**src/booth_mac_defines.vh**
```
// Constants for the Booth multiply-accumulate unit
`ifndef BOOTH_MAC_DEFINES_VH
`define BOOTH_MAC_DEFINES_VH
`define PC_REG_IDX      4'hF
`define PC_OFS_NEAR     32'h00000008
`define PC_OFS_FAR      32'h0000000C
`define PC_FIELD_MASK   32'h03FFFFFC
`define FLAG_N_BIT      31
`define FLAG_Z_BIT      30
`define FLAG_C_BIT      29
`define FLAG_V_BIT      28
`define BOOTH_STEPS     5'h10
`define WORD_ZERO       32'h00000000
`endif

```
**src/booth_multiply_accumulate.v**
```verilog
// Booth radix-4 multiply and multiply-accumulate unit
// Overview of operation
// [RULE1] Executes only when condition is true; otherwise nothing changes.
// [RULE2] Result is the low 32 bits of a 32 by 32 product.
// [RULE3] Multiplier is recoded two bits per step, Booth style.
// [RULE4] Plain form: destination gets multiplicand times multiplier; addend ignored.
// [RULE5] Accumulate form adds the addend, truncated to 32 bits.
// [RULE6] Same result for signed or unsigned operands; no signedness control.
// [RULE7] Destination equal multiplicand: plain form gives zero, accumulate undefined.
// [RULE8] Destination program counter: no write; flags scrambled if flag update.
// [RULE9] All other register combinations, including shared registers, are correct.
// [RULE10] Flags change only when the flag-update bit is set.
// [RULE11] Negative flag is result bit 31; zero flag set when result is zero.
// [RULE12] Overflow flag unchanged; carry flag unspecified.
// [RULE13] Program counter as multiplier: address plus 8, flag bits zeroed.
// [RULE14] Program counter as addend: address plus 8 with status flags.
// [RULE15] Program counter as multiplicand: address plus 12 with status flags.
// [RULE16] Flag bits occupy positions 0, 1 and 26 to 31.
// [RULE17] N, Z, C, V sit at bits 31, 30, 29, 28.
// [RULE18] Program counter field is 24 bits wide between the flags.
// [RULE19] Start request, multicycle iteration, one-cycle done pulse.
`timescale 1ns/1ps
`include "booth_mac_defines.vh"
module booth_multiply_accumulate #(
  parameter W = 32
) (
  input  wire         mclk,
  input  wire         rst,
  input  wire         start,
  input  wire         cond_pass,
  input  wire         accumulate_op,
  input  wire         set_flags,
  input  wire [3:0]   dest_idx,
  input  wire [3:0]   multiplicand_idx,
  input  wire [3:0]   multiplier_idx,
  input  wire [3:0]   addend_idx,
  input  wire [W-1:0] multiplicand_reg,
  input  wire [W-1:0] multiplier_reg,
  input  wire [W-1:0] addend_reg,
  input  wire [W-1:0] instr_addr,
  input  wire [W-1:0] status_flags_word,
  output wire         busy,
  output reg          done,
  output reg          result_we,
  output reg  [3:0]   result_idx,
  output reg  [W-1:0] result,
  output reg          flags_we,
  output reg  [3:0]   flags_nzcv
);
  localparam S_IDLE = 3'h1;
  localparam S_RUN  = 3'h2;
  localparam S_DONE = 3'h4;

  reg [2:0]   state_r;
  reg [W-1:0] acc_r;
  reg [W-1:0] mcand_r;
  reg [W:0]   mplier_r;
  reg [4:0]   step_r;
  reg         zero_force_r;
  reg         pc_dest_r;
  reg         flags_r;
  reg [3:0]   dest_r;
  reg [3:0]   old_flags_r;

  // Next values of the iteration registers
  reg [2:0]   state_nxt;
  reg [W-1:0] acc_nxt;
  reg [W-1:0] mcand_nxt;
  reg [W:0]   mplier_nxt;
  reg [4:0]   step_nxt;

  // Program counter operand forms
  wire         pc_as_mcand  = (multiplicand_idx == `PC_REG_IDX);
  wire         pc_as_mplier = (multiplier_idx == `PC_REG_IDX);
  wire         pc_as_addend = (addend_idx == `PC_REG_IDX);
  wire [W-1:0] psr_flags = status_flags_word & ~`PC_FIELD_MASK; // RULE16
  wire [W-1:0] pc_near   = (instr_addr + `PC_OFS_NEAR) & `PC_FIELD_MASK; // RULE18
  wire [W-1:0] pc_far    = (instr_addr + `PC_OFS_FAR) & `PC_FIELD_MASK;
  wire [W-1:0] op_m = pc_as_mcand ?
                      (pc_far | psr_flags) : multiplicand_reg; // RULE15
  wire [W-1:0] op_s = pc_as_mplier ?
                      pc_near : multiplier_reg; // RULE13
  wire [W-1:0] op_n = pc_as_addend ?
                      (pc_near | psr_flags) : addend_reg; // RULE14
  // RULE4 RULE5: addend seeds accumulator only in accumulate form
  wire [W-1:0] acc_seed = accumulate_op ? op_n : `WORD_ZERO;

  // RULE3: radix-4 Booth digit from three multiplier bits
  // Digit is zero, one or two times the multiplicand, negated when the digit is negative
  wire         digit_neg = mplier_r[2] && !(mplier_r[1] && mplier_r[0]);
  wire         digit_one = mplier_r[1] ^ mplier_r[0];
  wire         digit_two = (mplier_r[2:0] == 3'h3) || (mplier_r[2:0] == 3'h4);
  reg  [W-1:0] booth_mag;
  reg  [W-1:0] booth_term;
  always @* begin
    booth_mag = `WORD_ZERO;
    if (digit_two) begin
      booth_mag = {mcand_r[W-2:0], 1'b0};
    end else if (digit_one) begin
      booth_mag = mcand_r;
    end
    if (digit_neg) begin
      booth_term = ~booth_mag + 1'b1;
    end else begin
      booth_term = booth_mag;
    end
  end

  assign busy = (state_r != S_IDLE);

  // Request accepted only while idle; a false condition ends at once
  wire accept    = start && !busy;
  wire launch    = accept && cond_pass; // RULE1
  wire skip      = accept && !cond_pass; // RULE1
  wire last_step = (step_r == `BOOTH_STEPS - 5'h01);
  wire finish    = (state_r == S_DONE);

  // Plain form with destination equal multiplicand gives zero
  wire [W-1:0] final_result = zero_force_r ? `WORD_ZERO : acc_r; // RULE7
  wire         n_flag       = final_result[`FLAG_N_BIT]; // RULE11
  wire         z_flag       = (final_result == `WORD_ZERO); // RULE11

  // Next state and iteration datapath
  always @* begin
    state_nxt  = state_r;
    acc_nxt    = acc_r;
    mcand_nxt  = mcand_r;
    mplier_nxt = mplier_r;
    step_nxt   = step_r;
    case (state_r)
      S_IDLE: begin
        if (launch) begin
          state_nxt  = S_RUN;
          acc_nxt    = acc_seed; // RULE4 RULE5
          mcand_nxt  = op_m; // RULE6 RULE9
          mplier_nxt = {op_s, 1'b0};
          step_nxt   = 5'h00;
        end
      end
      S_RUN: begin
        // Sum kept to 32 bits; multiplicand moves up two places per step
        acc_nxt    = acc_r + booth_term; // RULE2
        mcand_nxt  = {mcand_r[W-3:0], 2'b00};
        mplier_nxt = {2'b00, mplier_r[W:2]}; // RULE3
        step_nxt   = step_r + 5'h01;
        if (last_step) begin
          state_nxt = S_DONE;
        end
      end
      S_DONE: begin
        state_nxt = S_IDLE;
      end
      default: begin
        state_nxt = S_IDLE;
      end
    endcase
  end

  // State and iteration registers
  always @(posedge mclk or posedge rst) begin
    if (rst) begin
      state_r  <= S_IDLE;
      acc_r    <= `WORD_ZERO;
      mcand_r  <= `WORD_ZERO;
      mplier_r <= {(W+1){1'b0}};
      step_r   <= 5'h00;
    end else begin
      state_r  <= state_nxt;
      acc_r    <= acc_nxt;
      mcand_r  <= mcand_nxt;
      mplier_r <= mplier_nxt;
      step_r   <= step_nxt;
    end
  end

  // Command fields captured at launch, held for write-back
  always @(posedge mclk or posedge rst) begin
    if (rst) begin
      zero_force_r <= 1'b0;
      pc_dest_r    <= 1'b0;
      flags_r      <= 1'b0;
      dest_r       <= 4'h0;
      old_flags_r  <= 4'h0;
    end else if (launch) begin
      zero_force_r <= (dest_idx == multiplicand_idx) && !accumulate_op; // RULE7
      pc_dest_r    <= (dest_idx == `PC_REG_IDX); // RULE8
      flags_r      <= set_flags; // RULE10
      dest_r       <= dest_idx;
      old_flags_r  <= status_flags_word[`FLAG_N_BIT:`FLAG_V_BIT]; // RULE12
    end
  end

  // Write-back strobes, one cycle each
  always @(posedge mclk or posedge rst) begin
    if (rst) begin
      done      <= 1'b0;
      result_we <= 1'b0;
      flags_we  <= 1'b0;
    end else begin
      done      <= finish || skip; // RULE1 RULE19
      result_we <= finish && !pc_dest_r; // RULE8
      flags_we  <= finish && flags_r; // RULE10
    end
  end

  // Write-back words, held until the next completion
  always @(posedge mclk or posedge rst) begin
    if (rst) begin
      result_idx <= 4'h0;
      result     <= `WORD_ZERO;
      flags_nzcv <= 4'h0;
    end else if (finish) begin
      result_idx <= dest_r;
      result     <= final_result; // RULE2
      if (pc_dest_r) begin
        flags_nzcv <= acc_r[`FLAG_N_BIT:`FLAG_V_BIT]; // RULE8
      end else begin
        // Carry left at its old value
        flags_nzcv <= {n_flag, z_flag, old_flags_r[1], old_flags_r[0]}; // RULE11 RULE12 RULE17
      end
    end
  end
endmodule

```
**config.mk**
```make
export PLATFORM = sky130hd
export DESIGN_NAME = booth_multiply_accumulate
export DESIGN_NICKNAME = d
export VERILOG_FILES = /design/src/booth_multiply_accumulate.v
export VERILOG_INCLUDE_DIRS = /design/src
export SDC_FILE = /design/constraint.sdc
export NUM_CORES = 1
export LEC_CHECK = 0
export ABC_CLOCK_PERIOD_IN_PS = 5650
export BUFFER_PORTS_ARGS = -buffer_cell sky130_fd_sc_hd__buf_2
export CAP_MARGIN = 25
export CORE_MARGIN = 10
export CORE_UTILIZATION = 57
export DETAILED_ROUTE_END_ITERATION = 10
export HOLD_SLACK_MARGIN = 0.08
export PLACE_DENSITY = 0.83
export SETUP_SLACK_MARGIN = 0.15
export SLEW_MARGIN = 20
export SYNTH_ARGS = -nofsm -noshare
export SYNTH_HDL_FRONTEND = slang
export SYNTH_SLANG_ARGS = --single-unit
```
**constraint.sdc**
```tcl
create_clock -name mclk -period 5.65 [get_ports mclk]
set_clock_uncertainty 0.1 [all_clocks]
set_input_delay 0.565 -clock mclk [delete_from_list [all_inputs] [get_ports mclk]]
set_output_delay 0.565 -clock mclk [all_outputs]
set_load 0.01 [all_outputs]
```
After elaboration in Yosys (flattened, before gate mapping). Index checks and enable logic that the tools add are counted.

Add/subtract/negate cells: 5. Equality and inequality tests: 14. Mux-type cells: 20. Bitwise operators: 4. Reduce and logical (&&, ||, !) cells: 19.

Operators by type and width (count): two-way mux 32 bit (10); one-hot mux 32 bit (2 select lines) (2); one-hot mux 33 bit (2 select lines) (1); bitwise OR 26 x 32 -> 32 bit (2); adder 26 x 4 -> 26 bit (second input constant) (2); two-way mux 33 bit (1); adder 32 x 1 -> 32 bit (second input constant) (1); adder 32 bit (1); logical NOT 32 bit (1); inverter 32 bit (1); equality test 4 bit (second input constant) (4); one-hot mux 5 bit (2 select lines) (1); logical AND 1 bit (8); equality test 3 x 2 -> 1 bit (second input constant) (2); equality test 3 bit (second input constant) (2); two-way mux 3 bit (2); one-hot mux 3 bit (2 select lines) (1); adder 5 x 1 -> 5 bit (second input constant) (1); equality test 5 x 4 -> 1 bit (second input constant) (1); logical NOT 1 bit (5); two-way mux 5 bit (1); equality test 4 bit (1); two-way mux 4 bit (1); inequality test 2 bit (second input constant) (2); 6 further kinds (8).

Register bits after elaboration: 157. Output and inout bits: 44. Word-level logic and storage cells: 78.

Depth between registers and ports, before layout.
Depth in word-level cells: 8. Gate-level depth with buffers: 26. Gate-level depth less buffers: 23.

Least setup slack after synthesis. Ideal clock, no wire load.

Path type: register to register. From: register mplier_r[0]. To: register acc_r[31]. Library setup time: 0.132 ns. Arrival time: 4.900 ns. Slack: 0.518 ns. Stages on the path, launching flop included: 24. Buffers on the path: 5. Cells stage by stage: dfrtp_1 -> ha_1 -> mux2_4 -> clkbuf_1 -> clkbuf_1 -> buf_1 -> clkbuf_1 -> a21oi_1 -> ha_1 -> nand2_1 -> nor2_2 -> nand3b_2 -> or3_4 -> or4_4 -> o21ai_2 -> xor2_1 -> ha_1 -> clkbuf_1 -> a21o_1 -> a211oi_1 -> nand2b_1 -> o221ai_1 -> xnor2_1 -> o21ai_1.

Cells in the longest elaborated chain, start to end: 8. Elaborated cells on any way between the ends: 14. Classes of those cells: add/sub: 2; eq/ne: 2; mux: 4; bitwise: 2; reduce/logical: 4.

Ends and longest elaborated chain: start: declaration (RTL line booth_multiply_accumulate.v:57) `reg [W:0] mplier_r;`; start signal: assignment (RTL line booth_multiply_accumulate.v:165) `mplier_r <= {(W+1){1'b0}};`; start signal: assignment (RTL line booth_multiply_accumulate.v:171) `mplier_r <= mplier_nxt;`; equality test 3 x 2 -> 1 bit, or another cell as far along (RTL line booth_multiply_accumulate.v:92) `wire digit_two = (mplier_r[2:0] == 3'h3) || (mplier_r[2:0] == 3'h4);`; logical OR 1 bit or two-way mux 32 bit (tied branches) (RTL line booth_multiply_accumulate.v:92, booth_multiply_accumulate.v:99); two-way mux 32 bit (RTL line booth_multiply_accumulate.v:97) `if (digit_two) begin`; inverter 32 bit (RTL line booth_multiply_accumulate.v:103) `booth_term = ~booth_mag + 1'b1;`; adder 32 x 1 -> 32 bit (RTL line booth_multiply_accumulate.v:103); two-way mux 32 bit * (RTL line booth_multiply_accumulate.v:102) `if (digit_neg) begin`; adder 32 bit * (RTL line booth_multiply_accumulate.v:142) `acc_nxt = acc_r + booth_term;`; one-hot mux 32 bit (2 select lines) * (RTL line booth_multiply_accumulate.v:130) `case (state_r)`; end signal: assignment (RTL line booth_multiply_accumulate.v:163) `` acc_r <= `WORD_ZERO; ``; end signal: assignment (RTL line booth_multiply_accumulate.v:169) `acc_r <= acc_nxt;`; end: declaration (RTL line booth_multiply_accumulate.v:55) `reg [W-1:0] acc_r;`.

Every way passes the cells marked *; elsewhere a longest branch is shown, timed or not. A chain may end at the register's enable or synchronous reset.

Worst setup path after layout.
From: register mplier_r[1]. To: register acc_r[30].

Same word-level chain as after synthesis.

==> run summary <==
The flow ran to the end, and the final reports show no timing, DRC or antenna violations. The type of the worst setup path was reg -> reg. Share of cells above drive strength 1: 0.177.

The cell sitting at the root of the clock tree is a clkbuf_16. The clock passes through at most 2 buffers. For the number of distinct library cells after synthesis, the log shows 70. A synthesized cell averages 7.84 sq um.

The tools report the estimated wirelength of the detail-placed design as 26700 um. The summed negative setup slack over all endpoints is 0 ps, and the multi-input gate area in the final layout is 0.00684 sq mm. Post-synthesis net count: 1656. The worst endpoint required time is 5850 ps, and the final net count is 1778.

The async set-or-reset flop fraction in the synthesized netlist came out at 1.00. The period utilization came out at 0.909. For this design, the CTS-stage hold fixing added 0 buffers.

Setup violations remaining at the end of the flow were counted as 0. The final design instance area without fill came out at 0.0128 sq mm. For this run the aggregate overflow at the end of global routing stands at 0. The tools report the sequential cell area fraction in the yosys report as 0.351. The number of global-route vias before repair came out at 11000.

The flip-flop cell with the highest count after synthesis is dfrtp_1. The tools report the count of nets left with antenna violations after detail routing as 0. The number of antenna diodes in the final layout is 0. Entering global routing, the biggest net connects 105 pins. The worst slack on hold paths was 225 ps. Pin placement for this block handled 226 I/O pins. The routed layout has 11300 vias. The path class of the tightest hold or removal check is in -> reg. The die is 160 um tall. The power per cell area came out at 532 mW/mm^2. The total count of max-transition violations in the final report is 0. The tools report the kind of start point of the critical path as a flip-flop.

The CTS buffer count was 17. The count of buffers added on input and output ports is 193. The global routing usage summed across all routing layers was 0.271. Counting every sink on the clock net gives 157.

Routed length per instance: 19.6 um. The run gives 4 as the CTS H-tree depth. Post-route total power: 6.83 mW.

The core utilization of the finished layout was 0.661; the shortest period the worst path allows was 5140 ps. The number of synthesized flops with an enable pin came out at 0. The tools report the final-layout fill cell count as 1714. Data arrives at the worst endpoint at 5340 ps. The run gives 0 as the final-report hold violation count. The logs give 1045 for the number of design-rule violations left by the first detailed-router iteration and 0.577 for the initial standard-cell utilization of the core. The area of the core came out at 0.0194 sq mm. The largest vdd supply drop is 0.000317 V, and the static power due to leakage is 5.89 nW.

The cell count after synthesis came out at 1428. The remaining design rule violation count is 0. The wire length of the first global-routing pass is 57100 um, and the detailed-route vias per instance is 6.21. The logs give 0.0256 sq mm for the total die area and 195 MHz for the achievable frequency. The insertion delay to the later sink of the worst-skew pair is 440 ps.

Across all register-to-register paths, the minimum setup slack is 510 ps. For this run, the number of Yosys warnings is 0. The horizontal die dimension is 160 um. In the final layout, flip-flops and latches occupy 0.00393 sq mm. The clock transition at the register clock pins on the worst setup and hold paths after CTS works out to 70 ps. Across the run, the number of max-cap violations was 0.

The area growth from synthesis to layout is 14.6%. The total iterations of the first detailed-routing run is 5. The cell area that synthesis handed to floorplanning was 0.0112 sq mm. The transition time of the tightest slew-check pin is 909 ps, and the normalized max-slew margin is 0.394. The number of synthesized register bits was 157; the total wire length after detailed routing was 35700 um. TritonCTS built the clock tree. The maximum fanout along the worst path is 42. Routability-driven placement finished with a final weighted congestion of 0.955. The initialized floorplan defines 51 standard-cell rows.

In this run the cell area measured after placement is 0.0122 sq mm. The worst setup path is captured at a flip-flop. Setup repair after global routing left no endpoint under its margin. The number of antenna violations at the first check in global routing is 1.
layout make-up:
class,count,area share
inverter,14,0.00449
timing repair buffer,209,0.0872
tap,265,0.0258
sequential,157,0.306
clock buffer,18,0.0334
multi-input combinational,1151,0.533
clock inverter,14,0.00965
per-layer routing:
metal / track usage / up-vias / wire, um
met5: 0 / - / 13
met4: 0.0876 / 2 / 933
met3: 0.0638 / 69 / 3140
met2: 0.427 / 539 / 16600
met1: 0.359 / 5359 / 15100
li1: - / 5377 / -
report_power, final:
part	internal [mW]	leakage [nW]	total, mW	switching (mW)
Clock	0.577	0.268	1.09	0.510
Sequential	1.39	1.97	1.76	0.377
Combinational	1.66	3.65	3.97	2.32
Total	3.62	5.89	6.83	3.21
per-stage QoR:
step	std cells	setup WS, ps
global route	1828	194
CTS	1826	561
detailed placement	1794	585
global placement	1794	710
finish	1828	514
floorplan	1428	518
repair_timing:
item / in CTS / in global routing
setup buffers: 0 / 0
setup endpoints to repair: 0 / 1
gates resized for setup: 0 / 1
worst paths after layout:
path                        startpoint           to  cells past startpoint
setup / recovery           mplier_r[1]    acc_r[30]                     20
hold / removal               set_flags      flags_r                      3
setup reg to reg           mplier_r[1]    acc_r[30]                     20
hold reg to reg             result[22]   result[22]                      2
max in group asynchronous          rst  mcand_r[19]                      3
min in group asynchronous          rst   result[29]                      2
cells by family (layout without fill, tap and decap cells):
logic type,Yosys count,in the layout,synth area share
xor gates and xnor gates,97,97,0.0759
and+or+nand+nor,516,516,0.206
AOI/OAI and AO/OA,472,472,0.254
muxes,20,20,0.0193
DFF,157,157,0.351
buffers and inverters,120,255,0.0408
adders and majority gates,46,46,0.0521
sequential cells by signal (all words and copies together), names as in the netlist, 2 cells and up:
| signal | count |
|---|---|
| acc_r | 32 |
| dest_r | 4 |
| flags_nzcv | 4 |
| mcand_r | 32 |
| mplier_r | 33 |
| old_flags_r | 2 |
| result | 32 |
| result_idx | 4 |
| state_r | 3 |
| step_r | 5 |
Yosys cell counts, types with 3 or more instances:
library cell	number	area (sq um)
nand2_1	241	905
o21bai_1	5	37.5
a211oi_1	24	180
a21o_1	18	135
o211ai_1	3	22.5
o221ai_1	3	26.3
and2_1	8	50.1
mux2i_1	12	120
o21ai_1	13	65.1
o21ai_0	117	586
nand3_1	36	180
nor3b_1	3	22.5
a21oi_1	165	826
o221a_2	7	78.8
or2_1	3	18.8
o41ai_1	4	35.0
clkbuf_1	94	353
inv_1	13	48.8
dfrtp_1	156	3900
nor3_1	25	125
nor2_1	114	428
a311oi_1	6	52.6
xor2_1	54	473
a221oi_1	19	166
o22ai_1	38	238
ha_1	45	563
and3_1	22	138
or3_1	8	50.1
and4_1	4	35.0
a22oi_1	8	60.1
nand3b_1	3	22.5
nand2b_1	3	18.8
xnor2_1	43	377
a31oi_1	13	81.3
buf_1	9	33.8
nor4_1	13	81.3
o21a_1	4	30.0
o31ai_1	9	67.6
nor2b_1	6	37.5
mux2_2	6	67.6
nand4_1	15	93.8
worst max-delay path, stage by stage, from the launching register on:
cell and delay, ps:
dfrtp_1 390, inv_1 90, ha_1 200, mux2_4 450, nor2_1 100, buf_4 200, a22o_1 230, o31ai_1 350
o31ai_1 190, nor2_1 180, xor2_1 260, ha_1 260, nor3_1 70, a22oi_1 240, nand2_1 80, o21ai_1 300
a41o_1 330, a311oi_1 210, o41ai_1 510, xnor2_1 170, o21ai_1 70
cells in the final DEF, fill, tap and decap left out, drive strengths merged, types with 4 or more instances in the layout:
| master | synthesis | layout |
|---|---|---|
| a21oi | 165 | 165 |
| xor2 | 54 | 54 |
| nor2b | 6 | 6 |
| a221oi | 19 | 19 |
| o41ai | 4 | 4 |
| o221a | 7 | 7 |
| or2 | 6 | 6 |
| a22oi | 8 | 8 |
| mux2 | 7 | 7 |
| o21ai | 132 | 132 |
| or3 | 10 | 10 |
| and2 | 8 | 8 |
| nand2 | 241 | 241 |
| ha | 45 | 45 |
| a211oi | 25 | 25 |
| nor4 | 13 | 13 |
| clkbuf | 95 | 18 |
| and4 | 4 | 4 |
| a311oi | 6 | 6 |
| a21o | 18 | 18 |
| nand4 | 15 | 15 |
| clkinv | 1 | 6 |
| inv | 13 | 20 |
| dfrtp | 156 | 156 |
| a31oi | 13 | 13 |
| buf | 11 | 209 |
| o31ai | 10 | 10 |
| mux2i | 13 | 13 |
| xnor2 | 43 | 43 |
| nand3 | 36 | 36 |
| nor2 | 116 | 116 |
| o22ai | 38 | 38 |
| nor3 | 25 | 25 |
| o21bai | 5 | 5 |
| nand3b | 4 | 4 |
| and3 | 22 | 22 |
| o21a | 4 | 4 |
No activity file was read; power rests on OpenSTA's default activity.
